$ cat config.mk
export PLATFORM = sky130hd
export DESIGN_NAME = hpsp_top
export DESIGN_NICKNAME = d
export VERILOG_FILES = /design/src/hdl/hpsp_pkg.sv /design/src/hdl/hpsp_wdog_if.sv /design/src/hdl/hpsp_wdog.sv /design/src/hdl/hpsp_top.sv
export SDC_FILE = /design/constraint.sdc
export NUM_CORES = 1
export LEC_CHECK = 0
export ABC_AREA = 1
export BUFFER_PORTS_ARGS = -buffer_cell sky130_fd_sc_hd__buf_2
export CAP_MARGIN = 20
export CELL_PAD_IN_SITES_DETAIL_PLACEMENT = 2
export CELL_PAD_IN_SITES_GLOBAL_PLACEMENT = 2
export CORE_UTILIZATION = 31
export DETAILED_ROUTE_END_ITERATION = 16
export GPL_TIMING_DRIVEN = 0
export HOLD_SLACK_MARGIN = 0.15
export PLACE_DENSITY_LB_ADDON = 0.12
export SYNTH_ARGS = -nofsm -noshare
export SYNTH_HDL_FRONTEND = slang
export SYNTH_SLANG_ARGS = --single-unit
$ cat constraint.sdc
create_clock -name clk_in -period 6.22 [get_ports clk_in]
set_clock_uncertainty 0.1 [all_clocks]
set_input_delay 0.933 -clock clk_in [delete_from_list [all_inputs] [get_ports clk_in]]
set_output_delay 0.933 -clock clk_in [all_outputs]
set_load 0.02 [all_outputs]
$ cat src/hdl/hpsp_pkg.sv
// Shared constants, register map and state type of the haptic power/protection block
package hpsp_pkg;
    // ------------------------------------------------------------
    // Timing
    // ------------------------------------------------------------
    localparam int CLK_PERIOD_NS = 25;
    localparam int WDOG_TIME_NS = 4330000;
    localparam int WDOG_CYC_DEF = WDOG_TIME_NS / CLK_PERIOD_NS;
    localparam int OC_RECHECK_NS = 100000;
    localparam int OC_RECHECK_CYC = OC_RECHECK_NS / CLK_PERIOD_NS;
    localparam int RCHK_W = 12;
    localparam int RESTORE_CYC = 2;
    localparam int RST_CNT_W = 2;
    // ------------------------------------------------------------
    // Bus and register map (register index, byte address = 4 x index)
    // ------------------------------------------------------------
    localparam int ADDR_W = 12;
    localparam int DATA_W = 32;
    localparam int NUM_CFG = 5;
    localparam logic [7:0] REG_STATUS = 8'h00;
    localparam logic [7:0] REG_MODE = 8'h01;
    localparam logic [7:0] REG_GO = 8'h0C;
    localparam logic [7:0] REG_CFG_FIRST = 8'h16;
    localparam logic [7:0] REG_CFG_LAST = 8'h1A;
    localparam logic [7:0] REG_CTRL = 8'h1D;
    localparam logic [7:0] REG_VBAT = 8'h21;
    // ------------------------------------------------------------
    // Fields and reset values
    // ------------------------------------------------------------
    localparam int MODE_FLD_LSB = 0;
    localparam int MODE_FLD_W = 3;
    localparam int MODE_STBY_BIT = 6;
    localparam int MODE_SRST_BIT = 7;
    localparam int GO_BIT = 0;
    localparam int STAT_OC_BIT = 0;
    localparam int STAT_OT_BIT = 1;
    localparam int STAT_STATE_LSB = 5;
    localparam int CTRL_NG_LSB = 0;
    localparam logic [2:0] MODE_ANALOG = 3'h3;
    localparam logic [7:0] MODE_RESET = 8'h40;
    localparam logic [7:0] CTRL_RESET = 8'h00;
    localparam logic [7:0] CFG_RESET = 8'h00;
    // ------------------------------------------------------------
    // Pin synchroniser slots
    // ------------------------------------------------------------
    localparam int NPIN = 6;
    localparam int PIN_EN = 0;
    localparam int PIN_OT = 1;
    localparam int PIN_SHORT = 2;
    localparam int PIN_REGS = 3;
    localparam int PIN_BO = 4;
    localparam int PIN_BUSY = 5;
    // ------------------------------------------------------------
    // Power states
    // ------------------------------------------------------------
    typedef enum logic [2:0] {
        ST_RESET = 3'b000,
        ST_SHUTDOWN = 3'b001,
        ST_STANDBY = 3'b010,
        ST_READY = 3'b011,
        ST_ACTIVE = 3'b100,
        ST_OC_HOLD = 3'b101
    } hpsp_state_t;
endpackage : hpsp_pkg

$ cat src/hdl/hpsp_wdog_if.sv
// Link between the power controller and the serial-protocol watchdog
`timescale 1ns/1ps
`default_nettype none
interface hpsp_wdog_if;
    logic busy;
    logic arm;
    logic expire;
    modport ctl (output busy, output arm, input expire);
    modport wd (input busy, input arm, output expire);
endinterface : hpsp_wdog_if
`default_nettype wire

$ cat src/hdl/hpsp_wdog.sv
// Serial-protocol stall watchdog
`timescale 1ns/1ps
`default_nettype none
module hpsp_wdog #(
    parameter int WDOG_CYC = hpsp_pkg::WDOG_CYC_DEF
) (
    // Clock and reset
    input wire logic clk_in,
    input wire logic srst_in,
    // Controller link
    hpsp_wdog_if.wd wd
);
    import hpsp_pkg::*;
    localparam int CNT_W = $clog2(WDOG_CYC + 1);
    localparam logic [CNT_W-1:0] CNT_LAST = CNT_W'(WDOG_CYC - 1);

    logic [CNT_W-1:0] cnt;
    logic expire;
    assign wd.expire = expire;

    // ------------------------------------------------------------
    // Stall counter
    // ------------------------------------------------------------
    // Counts only while armed and a transaction is open; disarmed means stalls stay stuck
    always_ff @(posedge clk_in) begin
        if (srst_in || !wd.arm || !wd.busy) begin
            cnt <= '0;
            expire <= 1'b0;
        end else if (cnt == CNT_LAST) begin
            cnt <= '0;
            expire <= 1'b1;
        end else begin
            cnt <= cnt + 1'b1;
            expire <= 1'b0;
        end
    end

    AST_WDOG_FIRE: assert property (@(posedge clk_in) disable iff (srst_in)
        (wd.arm && wd.busy && cnt == CNT_LAST) |=> (expire && cnt == '0))
        else $error("watchdog did not fire at its limit");
    AST_WDOG_IDLE_STBY: assert property (@(posedge clk_in) disable iff (srst_in)
        !wd.arm |=> !expire)
        else $error("watchdog fired while disarmed");
endmodule : hpsp_wdog
`default_nettype wire

$ cat src/hdl/hpsp_top.sv
// Power-state, protection and register logic of the haptic driver core
`timescale 1ns/1ps
`default_nettype none
// How it works
// - Two-bit gate threshold in control register drives the analog/PWM noise gate.
// - While active, the supply measurement register follows the supply sample.
// - Configuration registers reload from programmed nonvolatile memory at every reset.
// - Standby keeps all registers and still serves bus accesses.
// - Watchdog resets the serial protocol after a 4.33 ms stall.
// - Watchdog is disarmed while in standby.
// - Over-temperature stops the driver and sets a status flag.
// - Output short latches the overcurrent flag and stops the driver.
// - Short is rechecked periodically; once gone the block restarts from defaults.
// - Regulator short holds the block in reset; release restarts from defaults.
// - Brownout or power-on reset holds the block in reset, then defaults.
// - Enable low enters shutdown without resetting registers.
// - Enable low still answers bus accesses but reads zero, ignores writes.
// - Standby bit resets to one, so the block starts in standby.
// - Setting standby stops any running process at once.
// - Clearing standby moves the block to ready.
// - Writing the soft-reset bit acts as a power cycle.
// - Soft-reset bit is never stored, so it always reads back as zero.
// - Shorts are only checked while a process runs.
// - After a short, the mode field must be rewritten before playback.
module hpsp_top #(
    parameter int WDOG_CYC = hpsp_pkg::WDOG_CYC_DEF
) (
    // Clock and reset
    input wire logic clk_in,
    input wire logic srst_in,
    // APB slave
    input wire logic psel_in,
    input wire logic penable_in,
    input wire logic pwrite_in,
    input wire logic [hpsp_pkg::ADDR_W-1:0] paddr_in,
    input wire logic [hpsp_pkg::DATA_W-1:0] pwdata_in,
    output logic [hpsp_pkg::DATA_W-1:0] prdata_out,
    output logic pready_out,
    output logic pslverr_out,
    // Asynchronous pins and detectors
    input wire logic en_pin_in,
    input wire logic over_temp_in,
    input wire logic out_short_in,
    input wire logic reg_short_in,
    input wire logic brownout_in,
    input wire logic i2c_busy_in,
    // Same-clock inputs
    input wire logic [7:0] vdd_level_in,
    input wire logic proc_done_in,
    input wire logic nvm_prog_in,
    input wire logic [8*hpsp_pkg::NUM_CFG-1:0] nvm_cfg_in,
    // Control outputs
    output logic drive_en_out,
    output logic gate_en_out,
    output logic [1:0] input_gate_threshold_out,
    output logic standby_out,
    output logic shutdown_out,
    output logic i2c_proto_rst_out,
    output logic [8*hpsp_pkg::NUM_CFG-1:0] cfg_out
);
    import hpsp_pkg::*;

    // ------------------------------------------------------------
    // Pin synchronisers
    // ------------------------------------------------------------
    logic [NPIN-1:0] pin_meta;
    logic [NPIN-1:0] pin_sync;
    logic en_s, ot_s, short_s, regs_s, bo_s, busy_s;

    // Two stages; only pin_sync is read by the logic
    always_ff @(posedge clk_in) begin
        if (srst_in) begin
            pin_meta <= '0;
            pin_sync <= '0;
        end else begin
            pin_meta <= {i2c_busy_in, brownout_in, reg_short_in,
                         out_short_in, over_temp_in, en_pin_in};
            pin_sync <= pin_meta;
        end
    end

    assign en_s = pin_sync[PIN_EN];
    assign ot_s = pin_sync[PIN_OT];
    assign short_s = pin_sync[PIN_SHORT];
    assign regs_s = pin_sync[PIN_REGS];
    assign bo_s = pin_sync[PIN_BO];
    assign busy_s = pin_sync[PIN_BUSY];

    // ------------------------------------------------------------
    // Declarations
    // ------------------------------------------------------------
    hpsp_state_t state, next_state;
    logic hard_rst;
    logic [RST_CNT_W-1:0] rst_cnt;
    logic rst_done;
    logic [RCHK_W-1:0] rchk_cnt;
    logic rchk_tick;
    logic [7:0] mode_reg, ctrl_reg, vbat_reg;
    logic go_reg, ot_flag, oc_flag, short_seen;
    logic [7:0] cfg [NUM_CFG];
    logic bus_acc, bus_ok, mapped, wr_take, rd_ok;
    logic [7:0] reg_idx, rd_val;
    logic wr_mode, wr_ctrl, wr_go, wr_stat, soft_req;
    logic [7:0] cfg_off;

    // Regulator short and brownout behave like power-on reset
    assign hard_rst = srst_in | bo_s | regs_s;

    // ------------------------------------------------------------
    // Bus decode
    // ------------------------------------------------------------
    // First access cycle only; pready is registered so every transfer waits one cycle
    assign bus_acc = psel_in & penable_in & ~pready_out;
    assign reg_idx = paddr_in[9:2];
    assign cfg_off = reg_idx - REG_CFG_FIRST;

    // Known register at an aligned word address
    always_comb begin
        mapped = 1'b0;
        if (paddr_in[1:0] == 2'h0 && paddr_in[ADDR_W-1:10] == '0) begin
            mapped = (reg_idx == REG_STATUS) || (reg_idx == REG_MODE) ||
                     (reg_idx == REG_GO) || (reg_idx == REG_CTRL) ||
                     (reg_idx == REG_VBAT) ||
                     (reg_idx >= REG_CFG_FIRST && reg_idx <= REG_CFG_LAST);
        end
    end

    // Enable low still completes the transfer but touches nothing
    assign bus_ok = en_s & (state != ST_RESET);
    assign wr_take = bus_acc & pwrite_in & mapped & bus_ok;
    assign rd_ok = ~pwrite_in & mapped & bus_ok;
    assign wr_mode = wr_take & (reg_idx == REG_MODE);
    assign wr_ctrl = wr_take & (reg_idx == REG_CTRL);
    assign wr_go = wr_take & (reg_idx == REG_GO);
    assign wr_stat = wr_take & (reg_idx == REG_STATUS);
    assign soft_req = wr_mode & pwdata_in[MODE_SRST_BIT];

    // ------------------------------------------------------------
    // Power state machine
    // ------------------------------------------------------------
    always_ff @(posedge clk_in) begin
        if (srst_in) begin
            state <= ST_RESET;
        end else begin
            state <= next_state;
        end
    end

    // Reset length counter; held at zero while a hard source stays active
    always_ff @(posedge clk_in) begin
        if (hard_rst || state != ST_RESET) begin
            rst_cnt <= '0;
        end else if (!rst_done) begin
            rst_cnt <= rst_cnt + 1'b1;
        end
    end
    assign rst_done = (rst_cnt == RST_CNT_W'(RESTORE_CYC - 1));

    // Short recheck timer, runs only during overcurrent hold
    always_ff @(posedge clk_in) begin
        if (srst_in || state != ST_OC_HOLD || rchk_tick) begin
            rchk_cnt <= '0;
        end else begin
            rchk_cnt <= rchk_cnt + 1'b1;
        end
    end
    assign rchk_tick = (rchk_cnt == RCHK_W'(OC_RECHECK_CYC - 1));

    // Priority: hard reset, soft reset, overcurrent hold, enable, standby
    always_comb begin
        next_state = state;
        if (hard_rst) begin
            next_state = ST_RESET;
        end else if (state == ST_RESET) begin
            if (rst_done) begin
                next_state = ST_STANDBY;
            end
        end else if (soft_req) begin
            next_state = ST_RESET;
        end else if (state == ST_OC_HOLD) begin
            if (rchk_tick && !short_s) begin
                next_state = ST_RESET;
            end
        end else if (!en_s) begin
            next_state = ST_SHUTDOWN;
        end else if (mode_reg[MODE_STBY_BIT]) begin
            next_state = ST_STANDBY;
        end else begin
            case (state)
                ST_ACTIVE: begin
                    if (short_s) begin
                        next_state = ST_OC_HOLD;
                    end else if (!go_reg || ot_s) begin
                        next_state = ST_READY;
                    end
                end
                ST_READY: begin
                    if (go_reg && !short_seen && !ot_s) begin
                        next_state = ST_ACTIVE;
                    end
                end
                ST_SHUTDOWN, ST_STANDBY: begin
                    next_state = ST_READY;
                end
                default: begin
                    next_state = ST_RESET;
                end
            endcase
        end
    end

    // ------------------------------------------------------------
    // Registers
    // ------------------------------------------------------------
    // Mode: standby set by default; the soft-reset bit is never stored
    always_ff @(posedge clk_in) begin
        if (srst_in || state == ST_RESET) begin
            mode_reg <= MODE_RESET;
        end else if (wr_mode) begin
            mode_reg <= pwdata_in[7:0] & ~(8'h01 << MODE_SRST_BIT);
        end
    end

    // Control register carrying the gate threshold
    always_ff @(posedge clk_in) begin
        if (srst_in || state == ST_RESET) begin
            ctrl_reg <= CTRL_RESET;
        end else if (wr_ctrl) begin
            ctrl_reg <= pwdata_in[7:0];
        end
    end

    // Process launch bit; dropped when the process ends or is stopped
    always_ff @(posedge clk_in) begin
        if (srst_in || state == ST_RESET) begin
            go_reg <= 1'b0;
        end else if (wr_go) begin
            go_reg <= pwdata_in[GO_BIT];
        end else if (proc_done_in || (state == ST_ACTIVE && next_state != ST_ACTIVE)) begin
            go_reg <= 1'b0;
        end
    end

    // Over-temperature flag: write one to clear, a new event wins
    always_ff @(posedge clk_in) begin
        if (srst_in || state == ST_RESET) begin
            ot_flag <= 1'b0;
        end else if (ot_s) begin
            ot_flag <= 1'b1;
        end else if (wr_stat && pwdata_in[STAT_OT_BIT]) begin
            ot_flag <= 1'b0;
        end
    end

    // Overcurrent flag stays until the short is gone and the restart clears it
    always_ff @(posedge clk_in) begin
        if (srst_in || state == ST_RESET) begin
            oc_flag <= 1'b0;
        end else if (state == ST_ACTIVE && short_s) begin
            oc_flag <= 1'b1;
        end
    end

    // Survives the overcurrent restart so playback waits for a new mode write
    always_ff @(posedge clk_in) begin
        if (hard_rst) begin
            short_seen <= 1'b0;
        end else if (state == ST_ACTIVE && short_s) begin
            short_seen <= 1'b1;
        end else if (wr_mode) begin
            short_seen <= 1'b0;
        end
    end

    // Supply measurement follows the sample only while playing
    always_ff @(posedge clk_in) begin
        if (srst_in || state == ST_RESET) begin
            vbat_reg <= 8'h00;
        end else if (state == ST_ACTIVE) begin
            vbat_reg <= vdd_level_in;
        end
    end

    // Retained configuration, reloaded on every reset from memory if programmed, else defaults
    genvar gi;
    generate
        for (gi = 0; gi < NUM_CFG; gi++) begin : g_cfg
            always_ff @(posedge clk_in) begin
                if (srst_in) begin
                    cfg[gi] <= CFG_RESET;
                end else if (state == ST_RESET) begin
                    cfg[gi] <= nvm_prog_in ? nvm_cfg_in[8*gi +: 8] : CFG_RESET;
                end else if (wr_take && cfg_off == 8'(gi) &&
                             reg_idx >= REG_CFG_FIRST && reg_idx <= REG_CFG_LAST) begin
                    cfg[gi] <= pwdata_in[7:0];
                end
            end
            assign cfg_out[8*gi +: 8] = cfg[gi];
        end
    endgenerate

    // ------------------------------------------------------------
    // Read path and bus answer
    // ------------------------------------------------------------
    // Register read mux; unmapped and blocked reads give zero
    always_comb begin
        rd_val = 8'h00;
        if (reg_idx == REG_STATUS) begin
            rd_val[STAT_OC_BIT] = oc_flag;
            rd_val[STAT_OT_BIT] = ot_flag;
            rd_val[STAT_STATE_LSB +: 3] = state;
        end else if (reg_idx == REG_MODE) begin
            rd_val = mode_reg;
        end else if (reg_idx == REG_GO) begin
            rd_val[GO_BIT] = go_reg;
        end else if (reg_idx == REG_CTRL) begin
            rd_val = ctrl_reg;
        end else if (reg_idx == REG_VBAT) begin
            rd_val = vbat_reg;
        end else if (reg_idx >= REG_CFG_FIRST && reg_idx <= REG_CFG_LAST) begin
            rd_val = cfg[cfg_off[2:0]];
        end
    end

    // One wait state on every transfer
    always_ff @(posedge clk_in) begin
        if (srst_in) begin
            pready_out <= 1'b0;
            pslverr_out <= 1'b0;
            prdata_out <= '0;
        end else begin
            pready_out <= bus_acc;
            pslverr_out <= bus_acc & ~mapped;
            if (bus_acc) begin
                prdata_out <= rd_ok ? {24'h000000, rd_val} : '0;
            end
        end
    end

    // ------------------------------------------------------------
    // Watchdog
    // ------------------------------------------------------------
    hpsp_wdog_if wd_if ();
    assign wd_if.busy = busy_s;
    assign wd_if.arm = (state != ST_STANDBY);

    hpsp_wdog #(
        .WDOG_CYC(WDOG_CYC)
    ) u_wdog (
        .clk_in(clk_in),
        .srst_in(srst_in),
        .wd(wd_if.wd)
    );

    // ------------------------------------------------------------
    // Control outputs
    // ------------------------------------------------------------
    // Registered from the next state so outputs track the state register
    always_ff @(posedge clk_in) begin
        if (srst_in) begin
            drive_en_out <= 1'b0;
            gate_en_out <= 1'b0;
            input_gate_threshold_out <= 2'h0;
            standby_out <= 1'b0;
            shutdown_out <= 1'b0;
            i2c_proto_rst_out <= 1'b0;
        end else begin
            drive_en_out <= (next_state == ST_ACTIVE) & ~ot_s;
            gate_en_out <= (next_state == ST_ACTIVE) &&
                           (mode_reg[MODE_FLD_LSB +: MODE_FLD_W] == MODE_ANALOG);
            input_gate_threshold_out <= ctrl_reg[CTRL_NG_LSB +: 2];
            standby_out <= (next_state == ST_STANDBY);
            shutdown_out <= (next_state == ST_SHUTDOWN);
            i2c_proto_rst_out <= wd_if.expire;
        end
    end

    // ------------------------------------------------------------
    // Checks
    // ------------------------------------------------------------
    AST_COME_UP_STBY: assert property (@(posedge clk_in) disable iff (hard_rst)
        (state == ST_RESET && rst_done && !soft_req) |=> state == ST_STANDBY)
        else $error("reset did not end in standby");
    AST_STBY_STOPS: assert property (@(posedge clk_in) disable iff (srst_in)
        (wr_mode && pwdata_in[MODE_STBY_BIT] && state == ST_ACTIVE && !hard_rst)
        |-> ##2 !drive_en_out)
        else $error("standby did not stop the driver");
    AST_EN_LOW_NO_WR: assert property (@(posedge clk_in) disable iff (srst_in)
        (!en_s && bus_acc && pwrite_in && state != ST_RESET)
        |=> $stable(mode_reg) && $stable(ctrl_reg))
        else $error("write landed with enable low");
    AST_SOFT_RESET: assert property (@(posedge clk_in) disable iff (hard_rst)
        soft_req |=> (state == ST_RESET) [*2] ##1 mode_reg == MODE_RESET)
        else $error("soft reset sequence wrong");
    AST_OT_FLAG: assert property (@(posedge clk_in) disable iff (srst_in)
        (ot_s && state != ST_RESET && next_state != ST_RESET)
        |=> ot_flag && !drive_en_out)
        else $error("over-temperature not flagged");
    AST_OC_LATCH: assert property (@(posedge clk_in) disable iff (hard_rst)
        (state == ST_ACTIVE && short_s && !soft_req)
        |=> oc_flag && state == ST_OC_HOLD)
        else $error("short not latched");
    AST_OC_ONLY_ACTIVE: assert property (@(posedge clk_in) disable iff (srst_in)
        $rose(oc_flag) |-> $past(state) == ST_ACTIVE)
        else $error("short flagged outside a process");
    AST_OC_RECOVER: assert property (@(posedge clk_in) disable iff (hard_rst)
        (state == ST_OC_HOLD && rchk_tick && !short_s) |=> state == ST_RESET)
        else $error("no restart after short cleared");
    AST_VBAT_TRACK: assert property (@(posedge clk_in) disable iff (hard_rst)
        (state == ST_ACTIVE) |=> vbat_reg == $past(vdd_level_in))
        else $error("supply measurement stale");
    AST_HARD_FIRST: assert property (@(posedge clk_in)
        hard_rst |=> state == ST_RESET)
        else $error("hard reset lost priority");
endmodule : hpsp_top
`default_nettype wire

==> results of run 1 <==
power by group:
group	internal [µW]	leakage [µW]	switching (µW)
clock network	583	0.000282	397
registers	958	0.00122	42.5
logic	107	0.00203	249
worst min-delay path by stage:
stage                     startpoint                 to  slack (ps)  cells past startpoint
finish                   pin_meta[2]        pin_sync[2]         320                      2
CTS                      pin_meta[0]        pin_sync[0]         320                      2
detailed placement       pin_meta[0]        pin_sync[0]         310                      2
global route             pin_meta[5]        pin_sync[5]         330                      2
global placement         pin_meta[3]        pin_sync[3]         300                      2
floorplan           u_wdog.wd.expire  i2c_proto_rst_out         290                      2
synth_stat cells (3+ instances only):
cell type	number
clkbuf_1	15
o31ai_1	3
o21ai_0	55
o22ai_1	5
dfxtp_1	92
o21ai_1	14
buf_4	27
nor2_8	3
nor2_1	76
nor3_1	31
o21a_1	4
inv_1	95
ha_1	4
o211ai_1	13
nand3_1	57
nor2_4	4
nand3_2	3
edfxtp_1	40
nand2_2	3
nand2_4	4
inv_2	5
nand2_1	117
o2111ai_1	7
a21oi_1	55
xor2_1	4
nor3b_1	8
nand4_1	12
area by class of cell:
class,instances,area (µm²),share of cell area [%]
clock inverter,11,100,1.26
timing repair buffer,134,671,8.45
multi-input combinational,522,2660,33.5
inverter,104,395,4.98
sequential,132,3040,38.3
buffer,44,267,3.36
clock buffer,20,468,5.90
tap,265,332,4.18
critical path: cells and delay by family:
kind	cells	cell delay, ps
AND/OR/NAND/NOR	9	1920
buffers and inverters	3	290
stage by stage:
step | util (%) | std cells | total power [µW] | hold slack, ps | setup slack, ps
global placement | 37.5 | 1201 | 1360 | 298 | 2700
floorplan | - | 802 | 1220 | 288 | 3400
global route | 40.4 | 1232 | 2430 | 333 | 2840
detailed placement | 37.5 | 1201 | 1370 | 306 | 2600
CTS | 40.4 | 1232 | 2350 | 318 | 3040
finish | 40.4 | 1232 | 2340 | 316 | 3040
cells by family (layout without fill, tap and decap cells):
kind of cell    Yosys count  count (layout)
xor+xnor                  4               4
other cells               1              24
flops                   132             132
fa+ha+maj                 4               4
compound gates          161             161
buf+inv                 148             313
simple gates            329             329
per-layer routing:
layer	part of all wire (%)	vias to the layer above	GRT usage, %
met1	44	2984	29.0
met5	0	-	0
met2	50	171	41.1
li1	-	2928	-
met4	2.2	0	8.81
met3	4.5	37	3.71
==> out/qor.csv, run 1 <==
stage;metric;value;unit
final_layout;fin_area;7940;µm²
yosys;yosysTopAreaCell;dfxtp_1;
yosys;synth_simple_gate_area_share;25.2;%
final_layout;largestRegisters;cfg x40, u_wdog.cnt x18, rchk_cnt x12;
die;initial_core_util;32.0;%
setup_path;rr_startpoint;state[1];
setup_path;crit_path_end;cfg[1][0];
yosys;synth_xor_area_share;0.558;%
final_layout;largest_reg_flops;40;
final_layout;antenna_cells;0;
global_route;grtUsageTotal;23.6;%
clocking;cts_setup_buffers;0;
clocking;clock_sinks;132;
yosys;synthCells;779;
global_route;grt_antenna_before_repair;0;
final_layout;drive_above_1_share;22.8;%
routing;drtIter0Drc;261;
final_layout;n_fill_cell;2333;
global_route;first_global_vias;6663;
placement;portBuffers;134;
die;die_h;144;µm
setup_path;path_cells;buf_2, inv_1, nand2_1, nor2_2, nand3_1, nand3_1, nor2_4, nor2_8, nand2_4, inv_4, nand3_2, nand2_1;
yosys;synth_edf_count;40;
setup_path;crit_arrival;3160;ps
setup_path;critical-path-max-stage-delay;410;ps
yosys;postSynth.asyncResetShare;0;%
final_layout;final_nets;1064;
clocking;clk_path_buf_depth;2;
yosys;synth-seq-area-share;48.4;%
timing;setup_tns;0;ps
routing;wl;23000;µm
setup_path;r2r_slack;3560;ps
setup_path;rr_worst_depth;6;
timing;slew_headroom;60.3;%
yosys;netlist_area;6280;µm²
setup_path;critical_path_required;6200;ps
yosys;synth_top_family_by_area;simple AND/OR/NAND/NOR gates;
setup_path;crit_path_top_delay_cell;nand2_1;
clocking;clk_root_buffer_cell;clkbuf_16;
yosys;ys_types;42;
job;max_cap_viol_count;0;
setup_path;critPathLaunchType;primary input;
clocking;postCtsHoldBufs;0;
routing;vias;6120;
clocking;cts_buffers;17;
global_route;grt_pass1_wl;36200;µm
die;dieArea;20800;µm²
yosys;synth_compound_area_share;14.4;%
routing;vias_per_cell;4.97;
timing;final.min_clock_period;3180;ps
yosys;yosys_most_used_dff;dfxtp_1;
timing;period_share;51.1;%
die;ios;186;
final_layout;regMostFlops;cfg;
placement;dp_hpwl;18000;µm
timing;max_clock_freq;0.314;GHz
timing;rsz0062_at_grt;no;
routing;antenna_left;0;
placement;gp_congestion;0.859;
die;core;19700;µm²
setup_path;crit_start;paddr_in[8];
clocking;clk_pin_slew;60;ps
timing;slew_viol_final;0;
placement;placed_cell_area;7370;µm²
timing;setup_viol;0;
clocking;htreeDepth;4;
setup_path;critical_path_class;primary input to flip-flop;
global_route;overflow;0;
setup_path;critPathCaptureType;flip-flop;
yosys;yosys_warnings;0;
yosys;synth_fa_ha_area_share;0.797;%
pwr;p_leak;0.00353;µW
routing;route.detailed.drc;0;
yosys;yosysTopAreaCellShare;29.3;%
routing;firstDrtPassIters;4;
yosys;avgSynthCellArea;8.06;µm²
final_layout;final_cell_mix;buf_2 (134), nand2_1 (117), inv_1 (95);
routing;avgRoutedWirePerCell;18.7;µm
min_path;hold_class;flip-flop to flip-flop;
clocking;clkLatencyLatePin;430;ps
clocking;cts_tree;done;
yosys;synth_mux_area_share;0;%
global_route;grt_max_degree;17;
die;die_w;144;µm
setup_path;cp_max_fo;9;
pwr;ir_worst_vdd;175;µV
die;rows;51;
final_layout;final_common_cell;buf_2;
pwr;power_density;294;nW/µm²
timing;hold_viol;0;
yosys;ys_ff_latch;132;
setup_path;r2r-end;cfg[0][6];
yosys;synth.area.top_cells;dfxtp_1 (29%), edfxtp_1 (19%), nand2_1 (7.0%), inv_1 (5.7%), nand3_1 (4.5%);
outcome;outcome;finished clean;
timing;worst_slew_pin_slew;596;ps
clocking;cts_resized;0;
final_layout;area_growth;26.4;%
(Power assumes the default switching activity.)
==> run 2: changes to the inputs <==
--- a/config.mk
+++ b/config.mk
@@ -5,12 +5,12 @@
 export SDC_FILE = /design/constraint.sdc
 export NUM_CORES = 1
 export LEC_CHECK = 0
-export ABC_AREA = 1
+export ABC_AREA = 0
 export BUFFER_PORTS_ARGS = -buffer_cell sky130_fd_sc_hd__buf_2
 export CAP_MARGIN = 20
 export CELL_PAD_IN_SITES_DETAIL_PLACEMENT = 2
 export CELL_PAD_IN_SITES_GLOBAL_PLACEMENT = 2
-export CORE_UTILIZATION = 31
+export CORE_UTILIZATION = 32
 export DETAILED_ROUTE_END_ITERATION = 16
 export GPL_TIMING_DRIVEN = 0
 export HOLD_SLACK_MARGIN = 0.15
==> constraint.sdc (replaced) <==
create_clock -name clk_in -period 3.2 [get_ports clk_in]
set_clock_uncertainty 0.1 [all_clocks]
set_input_delay 0.48 -clock clk_in [delete_from_list [all_inputs] [get_ports clk_in]]
set_output_delay 0.48 -clock clk_in [all_outputs]
set_load 0.02 [all_outputs]
==> out/qor.csv, run 2 <==
stage;metric;value;unit;change
outcome;outcome;finished clean;;
routing;drtIter0Drc;305;;+17%
final_layout;final_nets;965;;-9.3%
yosys;ys_ff_latch;132;;unchanged
clocking;clock_sinks;132;;unchanged
yosys;ys_top_cells_by_count;dfxtp_1 (92), nand2_1 (77), nor2_1 (56), edfxtp_1 (40), nor2b_1 (34);;
timing;period_share;97.2;%;
yosys;yosys_warnings;0;;unchanged
routing;vias_per_cell;5.35;;+7.6%
routing;route.detailed.drc;0;;unchanged
routing;avgRoutedWirePerCell;21.4;µm;+14%
routing;antenna_left;0;;unchanged
pwr;p_leak;0.00336;µW;-4.9%
timing;rsz0062_at_grt;no;;
clocking;cts_tree;done;;
die;dieArea;21500;µm²;+3.4%
yosys;netlist_area;6710;µm²;+6.8%
job;max_cap_viol_count;0;;unchanged
timing;hold_viol;0;;unchanged
final_layout;antenna_cells;0;;unchanged
timing;setup_viol;0;;unchanged
routing;vias;6088;;-0.52%
clocking;clkLatencyLatePin;430;ps;about the same
global_route;grt_antenna_before_repair;0;;unchanged
routing;firstDrtPassIters;5;;+1
timing;max_clock_freq;0.322;GHz;
die;rows;52;;+2.0%
final_layout;drive_above_1_share;28.4;%;+5.7 points
yosys;ys_types;80;;+90%
final_layout;final_common_cell;buf_2;;
placement;gp_congestion;0.856;;-0.41%
die;ios;186;;unchanged
die;initial_core_util;32.9;%;+0.97 points
clocking;clk_root_buffer_cell;clkbuf_16;;
timing;worst_slew_pin_slew;1000;ps;+408 ps
setup_path;crit_arrival;3150;ps;about the same
yosys;postSynth.asyncResetShare;0;%;unchanged
clocking;htreeDepth;4;;unchanged
final_layout;final_core_util;41.4;%;+1.0 points
global_route;first_global_vias;6479;;-2.8%
pwr;power;4720;µW;+100%
min_path;hold_class;primary input to flip-flop;;
die;die_w;147;µm;+1.7%
yosys;synth_edf_count;40;;unchanged
routing;wl;24300;µm;+5.6%
final_layout;n_fill_cell;2230;;-4.4%
clocking;cts_setup_buffers;0;;unchanged
clocking;clk_pin_slew;60;ps;about the same
die;core;20400;µm²;+3.6%
global_route;overflow;0;;unchanged
yosys;yosysTopAreaCellShare;27.5;%;-1.9 points
yosys;synth-seq-area-share;45.4;%;-3.1 points
final_layout;largest_reg_flops;40;;unchanged
setup_path;cp_max_fo;10;;+1
setup_path;critPathCaptureType;flip-flop;;
final_layout;area_growth;25.8;%;
clocking;cts_buffers;17;;unchanged
final_layout;largestRegisters;cfg x40, u_wdog.cnt x18, rchk_cnt x12;;
setup_path;critical_path_required;3240;ps;-2960 ps
global_route;grtUsageTotal;23.1;%;-0.48 points
global_route;grt_pass1_wl;37500;µm;+3.7%
placement;dp_hpwl;18500;µm;+2.9%
setup_path;critPathLaunchType;flip-flop;;
final_layout;final_cell_mix;buf_2 (141), dfxtp_1 (92), nand2_1 (77);;
pwr;ir_worst_vdd;328;µV;+88%
placement;portBuffers;137;;+2.2%
global_route;grt_max_degree;17;;unchanged
yosys;yosysTopAreaCell;dfxtp_1;;
timing;slew_viol_final;0;;unchanged
yosys;avgSynthCellArea;9.90;µm²;+23%
yosys;yosys_most_used_dff;dfxtp_1;;
clocking;clk_path_buf_depth;2;;unchanged
final_layout;regMostFlops;cfg;;
die;die_h;147;µm;+1.7%
yosys;synthCells;677;;-13%
yosys;synth_most_common_cell;dfxtp_1;;
timing;slew_headroom;32.2;%;-28 points
setup_path;critical_path_class;flip-flop to flip-flop;;
pwr;power_density;559;nW/µm²;+90%
timing;final.min_clock_period;3110;ps;
yosys;synth.area.top_cells;dfxtp_1 (27%), edfxtp_1 (18%), a32o_1 (4.8%), nand2_1 (4.3%), nor2b_1 (3.2%);;
-- run 2: changes by cell type in the layout (fill, tap and decap cells not counted), sizes merged, moves of 29 or more --
| cell | previous run | this run |
|---|---|---|
| a21oi | 55 | 14 |
| a32o | 0 | 32 |
| inv | 105 | 16 |
| nand2 | 124 | 77 |
| nand3 | 61 | 20 |
| nor2 | 85 | 56 |
| nor2b | 0 | 34 |
| o21ai | 69 | 24 |
-- run 2: layout make-up --
class | instances | area (µm²) | area share (%)
Clock inverter | 11 | 153 | 1.81
Sequential cell | 132 | 3040 | 36.1
Multi-Input combinational cell | 493 | 3270 | 38.7
Clock buffer | 21 | 440 | 5.22
Inverter | 15 | 56.3 | 0.668
Tap cell | 270 | 338 | 4.01
Buffer | 59 | 444 | 5.27
Timing Repair Buffer | 138 | 693 | 8.22
-- run 2: where the power goes --
group / total, µW / internal [µW] / switching [µW]
Sequential: 1950 / 1860 / 84.1
Combinational: 762 / 264 / 498
Clock: 2010 / 1230 / 779
Total: 4720 / 3360 / 1360
-- run 2: path summary, 6_finish.rpt --
kind	cells past startpoint	from	to	slack (ps)
setup / recovery	8	state[2]	cfg[0][7]	90
hold / removal	2	reg_short_in	pin_meta[3]	160
setup reg to reg	8	state[2]	cfg[0][7]	90
hold reg to reg	1	pin_meta[0]	pin_sync[0]	340
-- run 2: stage by stage --
stage	setup WS [ps]	cells	area (µm²)	TNS, ps	hold slack (ps)
CTS	110	1139	8430	0	154
finish	90.3	1139	8430	0	161
detailed placement	-880	1108	7830	-15840	331
global placement	-984	1107	7820	-20010	328
global route	5.91	1139	8430	0	164
floorplan	218	700	6790	0	314
-- run 2: repair_timing --
action / 4_1_cts / 5_1_grt
resized for setup: 4 / 2
setup endpoints to repair: 32 / 19
hold buffers: 0 / 0
pin swaps: 0 / 1
-- run 2: worst max-delay path: stages (launching register included) --
cell and delay (ps):
dfxtp_1 300, clkbuf_1 370, nor3_4 160, nor4bb_1 440, clkbuf_2 300, nand4_1 210
clkbuf_1 310, o21ai_2 390, buf_4 240
-- run 2: cells by family after synthesis --
group | share of synthesized area, %
AND/OR/NAND/NOR | 22.7
flip-flops | 45.4
AO/OA/AOI/OAI | 14.8
buffers and inverters | 7.50
XOR/XNOR | 3.66
multiplexers | 5.17
adder cells (fa/ha/maj) | 0.746
other | 0.0559
-- run 2: metal layers --
metal,GRT usage [%],routed length (µm)
met1,29.3,10800
met2,38.4,11800
met3,4.91,1230
met4,8.44,524
met5,0,0
==> run 3: changes to the inputs <==
--- a/config.mk
+++ b/config.mk
@@ -17,4 +17,5 @@
 export PLACE_DENSITY_LB_ADDON = 0.12
 export SYNTH_ARGS = -nofsm -noshare
 export SYNTH_HDL_FRONTEND = slang
+export SYNTH_HIERARCHICAL = 1
 export SYNTH_SLANG_ARGS = --single-unit
==> out/qor.csv, run 3 <==
stage;metric;value;unit;change
placement;dp_hpwl;17400;µm;-6.0%
setup_path;critPathCaptureType;flip-flop;;
outcome;outcome;finished clean;;
clocking;clock_sinks;132;;unchanged
yosys;ys_ff_latch;132;;unchanged
timing;slew_headroom;51.1;%;+19 points
final_layout;final_nets;923;;-4.4%
setup_path;critical_path_required;3170;ps;-70 ps
routing;route.detailed.drc;0;;unchanged
routing;avgRoutedWirePerCell;20.7;µm;-3.2%
clocking;clk_pin_slew;60;ps;about the same
routing;firstDrtPassIters;5;;unchanged
placement;portBuffers;133;;-2.9%
clocking;postCtsHoldBufs;0;;unchanged
clocking;cts_setup_buffers;0;;unchanged
clocking;htreeDepth;4;;unchanged
final_layout;drive_above_1_share;29.1;%;+0.72 points
yosys;synth.area.top_cells;dfxtp_1 (28%), edfxtp_1 (19%), a22o_1 (5.4%), nor2_1 (3.7%), nand2_1 (3.1%);;
timing;worst_slew_pin_slew;728;ps;-275 ps
clocking;clkLatencyLatePin;430;ps;about the same
setup_path;critPathLaunchType;flip-flop;;
die;die_w;144;µm;-1.8%
final_layout;final_core_util;41.4;%;about the same
final_layout;area_growth;26.0;%;
min_path;hold_class;primary input to flip-flop;;
placement;gp_congestion;0.844;;-1.4%
timing;rsz0062_at_grt;no;;
global_route;grt_max_degree;17;;unchanged
global_route;overflow;0;;unchanged
global_route;grt_pass1_wl;35400;µm;-5.6%
final_layout;largest_reg_flops;40;;unchanged
setup_path;path_buf_inv;1;;-3
yosys;avgSynthCellArea;10.1;µm²;+2.1%
pwr;power_density;570;nW/µm²;+1.9%
setup_path;path_delay_family;simple AND/OR/NAND/NOR gates;;
final_layout;largestRegisters;cfg x40, u_wdog/cnt x18, rchk_cnt x12;;
setup_path;path_cells;or3_1, buf_2, nand3_1, nor2_1, nand4b_4, nor3b_4, or2_1;;
routing;vias_per_cell;5.17;;-3.3%
final_layout;n_fill_cell;2187;;-1.9%
final_layout;antenna_cells;0;;unchanged
clocking;cts_buffers;17;;unchanged
routing;vias;5643;;-7.3%
die;rows;51;;-1.9%
placement;dp.cells;1060;;-4.3%
global_route;grt_antenna_before_repair;1;;+1
timing;worst_hold_slack;163;ps;+2.09 ps
yosys;ys_top_cells_by_count;dfxtp_1 (92), nor2_1 (64), nand2_1 (54), a22o_1 (40), edfxtp_1 (40);;
pwr;p_leak;0.00322;µW;-4.1%
yosys;postSynth.asyncResetShare;0;%;unchanged
final_layout;regMostFlops;cfg;;
global_route;first_global_vias;6211;;-4.1%
job;max_cap_viol_count;0;;unchanged
clocking;cts_tree;done;;
final_layout;final_cell_count_no_fill;1092;;-4.1%
yosys;yosys_warnings;6;;+6
routing;drtIter0Drc;211;;-31%
global_route;grtUsageTotal;23.2;%;+0.096 points
routing;antenna_left;0;;unchanged
setup_path;cp_max_fo;9;;-1
yosys;synthCells;639;;-5.6%
die;core;19700;µm²;-3.5%
yosys;ys_types;75;;-6.3%
clocking;clk_path_buf_depth;2;;unchanged
die;initial_core_util;32.9;%;-0.044 points
setup_path;critical-path-max-stage-delay;510;ps;+70 ps
timing;hold_viol;0;;unchanged
yosys;yosysTopAreaCellShare;28.5;%;+1.0 points
die;dieArea;20800;µm²;-3.6%
timing;max_clock_freq;0.331;GHz;+3.1%
clocking;cts_resized;0;;-4
final_layout;final_common_cell;buf_2;;
final_layout;seq_area;3040;µm²;unchanged
final_layout;multiInputGateArea;3130;µm²;-4.1%
timing;slew_viol_final;0;;unchanged
yosys;synth_most_common_cell;dfxtp_1;;
yosys;yosysTopAreaCell;dfxtp_1;;
setup_path;critical_path_class;flip-flop to flip-flop;;
setup_path;crit_arrival;2980;ps;-170 ps
yosys;yosys_most_used_dff;dfxtp_1;;
yosys;synth_edf_count;40;;unchanged
die;ios;186;;unchanged
yosys;synth-seq-area-share;47.1;%;+1.7 points
clocking;clk_root_buffer_cell;clkbuf_16;;
die;die_h;144;µm;-1.8%
timing;period_share;94.3;%;-2.9 points
timing;setup_viol;0;;unchanged
yosys;netlist_area;6460;µm²;-3.6%
routing;wl;22600;µm;-7.1%
final_layout;final_cell_mix;buf_2 (140), dfxtp_1 (92), nor2_1 (64);;
timing;final.min_clock_period;3020;ps;-93.1 ps
pwr;ir_worst_vdd;364;µV;+11%
setup_path;crit_path_top_delay_cell;nor3b_4;;
[run 3: logic make-up after synthesis]
group,synth area share (%)
other cells,0.0580
compound gates,15.0
simple gates,22.2
buf+inv,5.77
xor+xnor,3.66
mux,5.40
fa+ha+maj,0.774
flops,47.1
[run 3: power breakdown]
part	switching, µW	total [µW]	internal [µW]
sequential	77.0	1940	1860
combinational	454	707	253
clock	832	2000	1170
total	1360	4640	3280
[run 3: final timing paths]
kind / from / endpoint / slack, ps / depth (start not counted)
worst max-delay path: state[0] / cfg[0][7] / 180 / 7
worst min-delay path: reg_short_in / pin_meta[3] / 160 / 2
worst max register to register: state[0] / cfg[0][7] / 180 / 7
worst min register to register: pin_meta[2] / pin_sync[2] / 340 / 1
[run 3: worst reg2reg max path, stage by stage, from the launching register on]
cell      delay (ps)
dfxtp_1          500
or3_1            160
buf_2            210
nand3_1          110
nor2_1           360
nand4b_4         230
nor3b_4          510
or2_1            470
[run 3: final cells by class]
class	instances	area share, %
Inverter	15	0.692
Timing Repair Buffer	133	8.18
Sequential cell	132	37.4
Multi-Input combinational cell	462	38.5
Tap cell	265	4.07
Clock inverter	15	2.09
Clock buffer	17	5.23
Buffer	53	3.89
[run 3: metal layers]
| metal | up-vias | share of wire, % | track usage, % | wire length (µm) |
|---|---|---|---|---|
| met3 | 14 | 5.4 | 6.13 | 1220 |
| li1 | 2631 | - | - | - |
| met1 | 2843 | 43 | 27.3 | 9650 |
| met5 | - | 0 | 0 | 0 |
| met2 | 155 | 51 | 41.2 | 11500 |
| met4 | 0 | 1.1 | 6.22 | 248 |
[run 3: per-stage QoR]
| stage | area, µm² | setup WS [ps] | power, µW | setup TNS [ps] |
|---|---|---|---|---|
| finish | 8140 | 183 | 4640 | 0 |
| global route | 8140 | 41.2 | 4820 | 0 |
| CTS | 8140 | 185 | 4680 | 0 |
| detailed placement | 7550 | -155 | 2680 | -2960 |
| global placement | 7550 | -93.2 | 2650 | -1710 |
| floorplan | 6550 | 482 | 2380 | 0 |
